**config.mk**
```make
export PLATFORM = sky130hd
export DESIGN_NAME = wheel_table_download_parser
export DESIGN_NICKNAME = d
export VERILOG_FILES = /design/src/hdl/wheel_dl_pkg.sv /design/src/hdl/wheel_table_download_parser.sv
export VERILOG_INCLUDE_DIRS = /design/src /design/src/hdl
export SDC_FILE = /design/constraint.sdc
export NUM_CORES = 2
export LEC_CHECK = 0
export BUFFER_PORTS_ARGS = -buffer_cell sky130_fd_sc_hd__buf_2
export CORE_UTILIZATION = 40
export DETAILED_ROUTE_END_ITERATION = 8
export MAX_ROUTING_LAYER = met4
export SYNTH_ARGS = -nofsm -noshare
export SYNTH_HDL_FRONTEND = slang
export SYNTH_SLANG_ARGS = --single-unit
```
**constraint.sdc**
```tcl
create_clock -name i_clock -period 4.45 [get_ports i_clock]
set_input_delay 0.445 -clock i_clock [delete_from_list [all_inputs] [get_ports i_clock]]
set_output_delay 0.445 -clock i_clock [all_outputs]
set_load 0.005 [all_outputs]
```
**src/hdl/wheel_dl_defines.svh**
```systemverilog
// Constants for the print wheel table download parser.
// Assumes inclusion by bare name from the parser module and the bench files.
`ifndef WHEEL_DL_DEFINES_SVH
`define WHEEL_DL_DEFINES_SVH

// Register byte offsets
`define OFS_CTRL 8'h00
`define OFS_STATUS 8'h04
`define OFS_LOOKUP 8'h08
`define OFS_ENTRY 8'h0c
`define CTRL_INIT_BIT 0
`define LOOKUP_RST 8'h20

// Characters
`define CH_ESC 8'h1b
`define CH_SO 8'h0e
`define CH_DC2 8'h12
`define CH_DC4 8'h14
`define CH_ACK 8'h06
`define CH_NAK 8'h15
`define CH_START 8'h53
`define CH_TYPE_TABLE 8'h31
`define CH_TYPE_HDR 8'h30
`define CH_TYPE_EOF 8'h39

// Table layout
`define TBL_ADDR_LO 16'h0040
`define TBL_ADDR_HI 16'h0107
`define TBL_ENTRIES 100
`define TBL_LAST 7'h63
`define CODE_FIRST 8'h20
`define CODE_LAST 8'h83
`define SPOKE_MAX 7'h63
`define MIN_COUNT 8'h03

`endif

```
**src/hdl/wheel_dl_pkg.sv**
```systemverilog
// Types shared by the print wheel table download parser.
// Assumes the defines header is on the include path.
package wheel_dl_pkg;

  typedef struct packed {
    logic valid;
    logic [7:0] data;
  } char_s;

  typedef struct packed {
    logic wr;
    logic rd;
    logic [7:0] addr;
    logic [31:0] wdata;
  } bus_req_s;

  typedef struct packed {
    logic printable;
    logic fire;
    logic [2:0] hammer;
    logic [3:0] proportional_advance;
    logic [6:0] spoke;
  } print_entry_s;

  typedef enum logic [6:0] {
    ST_NORMAL = 7'b0000001,
    ST_ESC1 = 7'b0000010,
    ST_ESC2 = 7'b0000100,
    ST_WAIT_S = 7'b0001000,
    ST_TYPE = 7'b0010000,
    ST_BYTES = 7'b0100000,
    ST_CLEAR = 7'b1000000
  } parse_state_e;

  typedef enum logic [1:0] {
    PH_COUNT = 2'h0,
    PH_ADDR_HI = 2'h1,
    PH_ADDR_LO = 2'h2,
    PH_DATA = 2'h3
  } byte_phase_e;

endpackage : wheel_dl_pkg

```
**src/hdl/wheel_table_download_parser.sv**
```systemverilog
// Download record receiver and print wheel table store.
// Assumes a character receiver and transmitter on the same clock,
// the transmitter always able to take a character, and a wheel code pin.
`timescale 1ns/1ps
`default_nettype none
`include "wheel_dl_defines.svh"

// Summary of operation
// - Type one loads; types zero, nine ignored
// - Other type: NAK, exit, resident tables
// - Two-hex byte count covers remaining bytes
// - Address sent most significant byte first
// - Address outside 0040..0107 is error
// - Two bytes per entry, ascending code
// - Nibbles map high then low, twice
// - Printable flag and hammer level fields
// - Low nibble is proportional advance
// - Spoke above 99: spoke zero, no fire
// - Nonprinting entry: advance only, no print
// - Sum including checksum must be zero
// - Bad checksum: NAK, exit, resident tables
// - Reset or init clears table, picks resident
// - ESC SO DC2 enters download mode
// - ACK, then wait for S or DC4
// - Format error: NAK at once, exit
// - DC4 exits and selects downloaded table
// - Characters before S ignored
// - Only 0-9, A-F are hex; else NAK
module wheel_table_download_parser (
  input wire logic i_clock, // 125 MHz clock
  input wire logic i_arst_n, // Async reset, active low
  input wire wheel_dl_pkg::char_s i_rx, // Received character
  output wheel_dl_pkg::char_s o_tx, // Character to send
  input wire wheel_dl_pkg::bus_req_s i_bus, // Register request
  output logic [31:0] o_rdata, // Read data, one cycle later
  input wire logic [7:0] i_print_code, // Code being printed
  output wheel_dl_pkg::print_entry_s o_print, // Table entry for code
  input wire logic [7:0] i_wheel_code, // Code read from wheel
  output logic [7:0] o_wheel_sel, // Resident table selection
  output logic o_use_download, // Downloaded table selected
  output logic o_dl_mode // Download mode active
);
  import wheel_dl_pkg::*;

  ////////////////////////////////////////////////////////////////////
  // Declarations

  parse_state_e state_r;
  byte_phase_e phase_r;
  logic nib_lo_r;
  logic [3:0] hi_nib_r;
  logic [7:0] remain_r;
  logic [7:0] sum_r;
  logic [15:0] addr_r;
  logic use_dl_r;
  logic [6:0] clr_idx_r;
  logic init_req_r;
  logic mem_we_r;
  logic [7:0] mem_wa_r;
  logic [7:0] mem_wd_r;
  logic tx_ack_r;
  logic tx_nak_r;
  logic [7:0] lookup_code_r;
  logic [7:0] ok_count_r;
  logic nak_seen_r;
  logic [7:0] mem_hi [`TBL_ENTRIES];
  logic [7:0] mem_lo [`TBL_ENTRIES];
  logic [7:0] wheel_s1_r, wheel_s2_r, wheel_s3_r, wheel_stable_r;

  logic rx_hex_ok;
  logic [3:0] rx_nib;
  logic [7:0] byte_v;
  logic [7:0] sum_nxt;
  logic [7:0] data_idx;
  logic init_wr;

  ////////////////////////////////////////////////////////////////////
  // Hex character decode

  always_comb begin
    rx_hex_ok = 1'b0;
    rx_nib = 4'h0;
    if (i_rx.data >= 8'h30 && i_rx.data <= 8'h39) begin
      rx_hex_ok = 1'b1;
      rx_nib = i_rx.data[3:0];
    end else if (i_rx.data >= 8'h41 && i_rx.data <= 8'h46) begin
      rx_hex_ok = 1'b1;
      rx_nib = i_rx.data[3:0] + 4'h9;
    end
  end

  assign byte_v = {hi_nib_r, rx_nib};
  assign sum_nxt = sum_r + byte_v;
  assign init_wr = i_bus.wr && i_bus.addr == `OFS_CTRL && i_bus.wdata[`CTRL_INIT_BIT];
  assign data_idx = 8'((addr_r - `TBL_ADDR_LO) >> 1);

  ////////////////////////////////////////////////////////////////////
  // Record parser

  always_ff @(posedge i_clock or negedge i_arst_n) begin
    if (!i_arst_n) begin
      state_r <= ST_CLEAR;
      phase_r <= PH_COUNT;
      nib_lo_r <= 1'b0;
      hi_nib_r <= 4'h0;
      remain_r <= 8'h00;
      sum_r <= 8'h00;
      addr_r <= 16'h0000;
      use_dl_r <= 1'b0;
      clr_idx_r <= 7'h00;
      mem_we_r <= 1'b0;
      mem_wa_r <= 8'h00;
      mem_wd_r <= 8'h00;
      tx_ack_r <= 1'b0;
      tx_nak_r <= 1'b0;
    end else begin
      mem_we_r <= 1'b0;
      tx_ack_r <= 1'b0;
      tx_nak_r <= 1'b0;
      if (init_req_r) begin
        state_r <= ST_CLEAR;
        clr_idx_r <= 7'h00;
        use_dl_r <= 1'b0;
      end else begin
        unique case (state_r)
          ST_CLEAR: begin
            clr_idx_r <= clr_idx_r + 7'h01;
            if (clr_idx_r == `TBL_LAST) begin
              state_r <= ST_NORMAL;
            end
          end
          ST_NORMAL: begin
            if (i_rx.valid && i_rx.data == `CH_ESC) begin
              state_r <= ST_ESC1;
            end
          end
          ST_ESC1: begin
            if (i_rx.valid) begin
              if (i_rx.data == `CH_SO) begin
                state_r <= ST_ESC2;
              end else if (i_rx.data != `CH_ESC) begin
                state_r <= ST_NORMAL;
              end
            end
          end
          ST_ESC2: begin
            if (i_rx.valid) begin
              state_r <= (i_rx.data == `CH_DC2) ? ST_WAIT_S : ST_NORMAL;
            end
          end
          ST_WAIT_S: begin
            if (i_rx.valid) begin
              if (i_rx.data == `CH_START) begin
                state_r <= ST_TYPE;
              end else if (i_rx.data == `CH_DC4) begin
                state_r <= ST_NORMAL;
                use_dl_r <= 1'b1;
              end
            end
          end
          ST_TYPE: begin
            if (i_rx.valid) begin
              phase_r <= PH_COUNT;
              nib_lo_r <= 1'b0;
              sum_r <= 8'h00;
              if (i_rx.data == `CH_TYPE_TABLE) begin
                state_r <= ST_BYTES;
              end else if (i_rx.data == `CH_TYPE_HDR || i_rx.data == `CH_TYPE_EOF) begin
                state_r <= ST_WAIT_S;
              end else begin
                state_r <= ST_NORMAL;
                tx_nak_r <= 1'b1;
                use_dl_r <= 1'b0;
              end
            end
          end
          ST_BYTES: begin
            if (i_rx.valid) begin
              if (!rx_hex_ok) begin
                state_r <= ST_NORMAL;
                tx_nak_r <= 1'b1;
                use_dl_r <= 1'b0;
              end else if (!nib_lo_r) begin
                hi_nib_r <= rx_nib;
                nib_lo_r <= 1'b1;
              end else begin
                nib_lo_r <= 1'b0;
                sum_r <= sum_nxt;
                remain_r <= remain_r - 8'h01;
                unique case (phase_r)
                  PH_COUNT: begin
                    remain_r <= byte_v;
                    phase_r <= PH_ADDR_HI;
                    if (byte_v < `MIN_COUNT) begin
                      state_r <= ST_NORMAL;
                      tx_nak_r <= 1'b1;
                      use_dl_r <= 1'b0;
                    end
                  end
                  PH_ADDR_HI: begin
                    addr_r[15:8] <= byte_v;
                    phase_r <= PH_ADDR_LO;
                  end
                  PH_ADDR_LO: begin
                    addr_r[7:0] <= byte_v;
                    phase_r <= PH_DATA;
                    if ({addr_r[15:8], byte_v} < `TBL_ADDR_LO
                        || {addr_r[15:8], byte_v} > `TBL_ADDR_HI) begin
                      state_r <= ST_NORMAL;
                      tx_nak_r <= 1'b1;
                      use_dl_r <= 1'b0;
                    end
                  end
                  PH_DATA: begin
                    if (remain_r == 8'h01) begin
                      if (sum_nxt == 8'h00) begin
                        state_r <= ST_WAIT_S;
                        tx_ack_r <= 1'b1;
                      end else begin
                        state_r <= ST_NORMAL;
                        tx_nak_r <= 1'b1;
                        use_dl_r <= 1'b0;
                      end
                    end else if (addr_r > `TBL_ADDR_HI) begin
                      state_r <= ST_NORMAL;
                      tx_nak_r <= 1'b1;
                      use_dl_r <= 1'b0;
                    end else begin
                      mem_we_r <= 1'b1;
                      mem_wa_r <= {data_idx[6:0], addr_r[0]};
                      mem_wd_r <= byte_v;
                      addr_r <= addr_r + 16'h0001;
                    end
                  end
                endcase
              end
            end
          end
        endcase
      end
    end
  end

  ////////////////////////////////////////////////////////////////////
  // Table memory, cleared by sweep after reset or init

  always_ff @(posedge i_clock) begin
    if (state_r == ST_CLEAR) begin
      mem_hi[clr_idx_r] <= 8'h00;
      mem_lo[clr_idx_r] <= 8'h00;
    end else if (mem_we_r) begin
      if (mem_wa_r[0]) begin
        mem_lo[mem_wa_r[7:1]] <= mem_wd_r;
      end else begin
        mem_hi[mem_wa_r[7:1]] <= mem_wd_r;
      end
    end
  end

  ////////////////////////////////////////////////////////////////////
  // Entry decode for printing

  function automatic print_entry_s decode(input logic [7:0] code, input logic [7:0] b1,
                                          input logic [7:0] b2);
    print_entry_s e;
    e = '0;
    if (code >= `CODE_FIRST && code <= `CODE_LAST) begin
      e.printable = b1[7];
      e.proportional_advance = b1[3:0];
      if (b1[7]) begin
        e.hammer = b1[6:4];
        e.spoke = (b2[6:0] > `SPOKE_MAX) ? 7'h00 : b2[6:0];
        e.fire = (b2[6:0] <= `SPOKE_MAX) && (b1[6:4] != 3'h0);
      end
    end
    return e;
  endfunction : decode

  logic [6:0] print_idx;
  logic [6:0] lookup_idx;
  assign print_idx = 7'(i_print_code - `CODE_FIRST);
  assign lookup_idx = 7'(lookup_code_r - `CODE_FIRST);

  always_ff @(posedge i_clock or negedge i_arst_n) begin
    if (!i_arst_n) begin
      o_print <= '0;
    end else if (print_idx < 7'(`TBL_ENTRIES)) begin
      o_print <= decode(i_print_code, mem_hi[print_idx], mem_lo[print_idx]);
    end else begin
      o_print <= '0;
    end
  end

  ////////////////////////////////////////////////////////////////////
  // Answer characters

  always_ff @(posedge i_clock or negedge i_arst_n) begin
    if (!i_arst_n) begin
      o_tx <= '0;
    end else begin
      o_tx.valid <= tx_ack_r || tx_nak_r;
      o_tx.data <= tx_nak_r ? `CH_NAK : (tx_ack_r ? `CH_ACK : 8'h00);
    end
  end

  ////////////////////////////////////////////////////////////////////
  // Wheel code synchroniser and resident selection

  always_ff @(posedge i_clock or negedge i_arst_n) begin
    if (!i_arst_n) begin
      wheel_s1_r <= 8'h00;
      wheel_s2_r <= 8'h00;
      wheel_s3_r <= 8'h00;
      wheel_stable_r <= 8'h00;
    end else begin
      wheel_s1_r <= i_wheel_code;
      wheel_s2_r <= wheel_s1_r;
      wheel_s3_r <= wheel_s2_r;
      if (wheel_s2_r == wheel_s3_r) begin
        wheel_stable_r <= wheel_s3_r;
      end
    end
  end

  always_ff @(posedge i_clock or negedge i_arst_n) begin
    if (!i_arst_n) begin
      o_wheel_sel <= 8'h00;
      o_use_download <= 1'b0;
      o_dl_mode <= 1'b0;
    end else begin
      if (state_r == ST_CLEAR) begin
        o_wheel_sel <= wheel_stable_r;
      end
      o_use_download <= use_dl_r;
      o_dl_mode <= (state_r == ST_WAIT_S) || (state_r == ST_TYPE) || (state_r == ST_BYTES);
    end
  end

  ////////////////////////////////////////////////////////////////////
  // Register slave

  always_ff @(posedge i_clock or negedge i_arst_n) begin
    if (!i_arst_n) begin
      init_req_r <= 1'b0;
      lookup_code_r <= `LOOKUP_RST;
    end else begin
      init_req_r <= init_wr;
      if (i_bus.wr && i_bus.addr == `OFS_LOOKUP) begin
        lookup_code_r <= i_bus.wdata[7:0];
      end
    end
  end

  always_ff @(posedge i_clock or negedge i_arst_n) begin
    if (!i_arst_n) begin
      ok_count_r <= 8'h00;
      nak_seen_r <= 1'b0;
    end else begin
      if (tx_ack_r) begin
        ok_count_r <= ok_count_r + 8'h01;
      end
      if (tx_nak_r) begin
        nak_seen_r <= 1'b1;
      end else if (i_bus.wr && i_bus.addr == `OFS_STATUS && i_bus.wdata[2]) begin
        nak_seen_r <= 1'b0;
      end
    end
  end

  always_ff @(posedge i_clock or negedge i_arst_n) begin
    if (!i_arst_n) begin
      o_rdata <= 32'h00000000;
    end else if (i_bus.rd) begin
      unique case (i_bus.addr)
        `OFS_STATUS: o_rdata <= {16'h0000, ok_count_r, 4'h0, state_r == ST_CLEAR,
                                 nak_seen_r, use_dl_r, o_dl_mode};
        `OFS_LOOKUP: o_rdata <= {24'h000000, lookup_code_r};
        `OFS_ENTRY: o_rdata <= (lookup_idx < 7'(`TBL_ENTRIES))
                               ? {16'h0000, mem_hi[lookup_idx], mem_lo[lookup_idx]}
                               : 32'h00000000;
        default: o_rdata <= 32'h00000000;
      endcase
    end else begin
      o_rdata <= 32'h00000000;
    end
  end

endmodule : wheel_table_download_parser
`default_nettype wire

```
==> flow_summary.ini <==
[status]
status = complete, no violations

[worst_setup_path]
cp_cell_sequence = nor3_1 > buf_4 > nand4b_1 > buf_4 > nand3_1 > o21ai_0 > nand2_1 > nor2_1
startpoint_type = register
cp_top_family = simple AND/OR/NAND/NOR gates
cp.required_ns = 4.90
cpMostUsedCell = buf_4
crit_type = reg2reg
crit_path_end_kind = register
worstPathArrival_ns = 4.35
slowest_delay_ns = 0.90
slowest_stage = o21ai_0
worstPathMaxFanout = 13
critPathBufInv = 2

[synth]
ys_types = 87
avgSynthCellArea_sq_um = 19.1
yosysSeqAreaShare = 0.634
synth_async_sr_flop_share = 0.0950
synth_area_leaders = edfxtp_1 58%, mux4_2 25%, dfrtp_1 5.0%
synth_top_family_by_area = multiplexers
yosys_warnings = 0
synth.most_common_cell = edfxtp_1
netlist_area_sq_um = 82500
synth_compound_area_frac = 0.0285
synth_largest_type_area_fraction = 0.583
syn-instance-count = 4320
ys.flop_type = edfxtp_1
synth_edf_count = 1600
synthAdderAreaFrac = 0.00401
synth_common_cells = 1,600 x edfxtp_1, 924 x mux4_2, 292 x nor2_1, 220 x nand2_1, 166 x dfrtp_1
synth_mux_area_frac = 0.267
synth.largest_area_cell = edfxtp_1
synth_simple_gate_area_frac = 0.0418
synth_xor_area_frac = 0.00325
ys_ff_latch = 1768

[flow_run]
maxCapViolCount = 0

[cells_and_area]
finalNonFillerCells = 7536
post-route-util = 0.460
filler_cell_count = 17197
layout.nets = 4782
multi_input_area_sq_um = 28500
syn2layout_area_growth_pct = 14.3
register_area_sq_um = 52300
drive_gt1_frac = 0.357

[routing]
wl_per_cell_um = 32.1
drtPass1Iterations = 6
ant_nets = 0
num_vias = 46883
wirelength_um = 242000
drt_iter0_drc = 5663
drc = 0
vias_per_cell = 6.22

[sta]
fin_crit_sh = 0.877
maxSlewViolCount = 0
fin_crit_ns = 3.90
finalWorstSetupSlack_ns = 0.548
relSlewSlack = 0.145
tns_ns = 0
worstMarginPinSlew_ns = 1.28
setup_viol = 0
hold_violations = 0
max_freq_mhz = 256
final.setup_skew_ns = 0.0377
rsz0062_at_grt = no

[floorplanning]
rows = 166
die_w_um = 456
start_util = 0.403
pin_count = 136
coreArea_sq_um = 205000
die_area_sq_um = 208000
fp.dieH_um = 456

[pwr]
ir_drop_mv = 0.456
p_leak_nw = 25.4
pwr_density_cell_nw_per_um2 = 371

[placed_design]
dp_slack_ns = 0.322
dpl.cell_count = 7169
gp_congestion = 0.925
numPortBuffers = 91
hpwl_um = 161000

[global_route]
grt_max_degree = 101
grtUsageTotal = 0.240
antenna_found_initial = 7
grt-ovfl-total = 0
grt_pass1_vias = 47148
grt_pass1_wl_um = 347000

[cts]
h-tree-depth = 4
clock-root-buffer = clkbuf_16
clkSinkCount = 1768
clock_path_buffers = 3
tritoncts = built
clock_latency_ns = 0.86
ctsResizeCount = 0
path_clk_slew_ns = 0.07
numCtsBuffers = 185

[hold_path]
hold_path_class = in2reg
## flip-flops by register name, indices dropped and copies added (netlist names), 4 cells and up
| register | flops |
|---|---|
| mem_hi | 800 |
| mem_lo | 800 |
| addr_r | 16 |
| o_print | 16 |
| o_rdata | 16 |
| lookup_code_r | 8 |
| mem_wa_r | 8 |
| mem_wd_r | 8 |
| o_wheel_sel | 8 |
| ok_count_r | 8 |
| remain_r | 8 |
| sum_r | 8 |
| wheel_s1_r | 8 |
| wheel_s2_r | 8 |
| wheel_s3_r | 8 |
| wheel_stable_r | 8 |
| clr_idx_r | 7 |
| state_r | 7 |
| hi_nib_r | 4 |
## routing by layer
layer | vias to the layer above | wire, um | track usage
met5 | - | 0 | -
met4 | 0 | 7820 | 0.0739
met3 | 389 | 20300 | 0.0430
met2 | 2283 | 117000 | 0.375
met1 | 25252 | 96600 | 0.321
li1 | 18959 | - | -
## kinds of logic after synthesis
| logic type | Yosys count |
|---|---|
| flip-flops | 1768 |
| multiplexers | 1023 |
| AND/OR/NAND/NOR | 761 |
| AO/OA/AOI/OAI | 356 |
| buffers and inverters | 356 |
| XOR/XNOR | 29 |
| adder cells (fa/ha/maj) | 26 |
| other | 1 |
## worst min-delay path: cells and delay by family
kind,cells,cell delay [ns]
AOI/OAI and AO/OA,1,0.16
buffers and inverters,2,0.28
## stage by stage
| step | area (sq um) | power, mW | hold slack [ns] |
|---|---|---|---|
| final | 94200 | 34.9 | 0.0692 |
| after global routing | 94200 | 35.8 | 0.0448 |
| after CTS | 94200 | 35.1 | 0.0118 |
| after detailed placement | 88100 | 19.9 | 0.335 |
| after global placement | 88100 | 19.9 | 0.331 |
| after floorplan | 82500 | 19.3 | 0.149 |
## layout make-up
type                       instances  area share
antenna                            4    0.000106
clock buffer                     247      0.0535
clock inverter                    96     0.00946
inverter                          35     0.00145
multi-input combinational       2215       0.303
sequential                      1768       0.555
tap                             2688      0.0357
timing repair buffer             483      0.0421
## power by group
part	switching (mW)	leakage (nW)	total [mW]	internal, mW
combinational	1.00	8.96	1.64	0.639
clock	6.63	2.90	15.3	8.67
sequential	0.0729	13.5	18.0	17.9
## repair_timing
item | in CTS | in global routing
endpoints found under the hold margin | 98 | 0
hold buffers | 20 | 0
buffers inserted | 0 | 0
## cells in the final DEF, fill, tap and decap left out, types with 49 or more instances in the layout
cell	instances
nand3_1	58
edfxtp_1	1600
mux4_2	924
clkbuf_16	189
mux2i_1	49
buf_4	334
dfrtp_1	161
nor2_1	290
clkbuf_1	49
buf_2	87
a21oi_1	75
nand2_1	220
o21ai_0	85
a22oi_1	50
## path summary, 6_finish.rpt
kind / from / slack (ns) / cells after the start / endpoint
max reg2reg: state_r[2] / 0.55 / 8 / mem_lo[46][2]
min: i_rx[3] / 0.07 / 3 / state_r[5]
max: state_r[2] / 0.55 / 8 / mem_lo[46][2]
max in group asynchronous: i_arst_n / 3.18 / 3 / o_wheel_sel[5]
min in group asynchronous: i_arst_n / 0.22 / 2 / o_use_download
min reg2reg: wheel_s1_r[2] / 0.35 / 0 / wheel_s2_r[2]
Power figures use the tool's default switching activity.
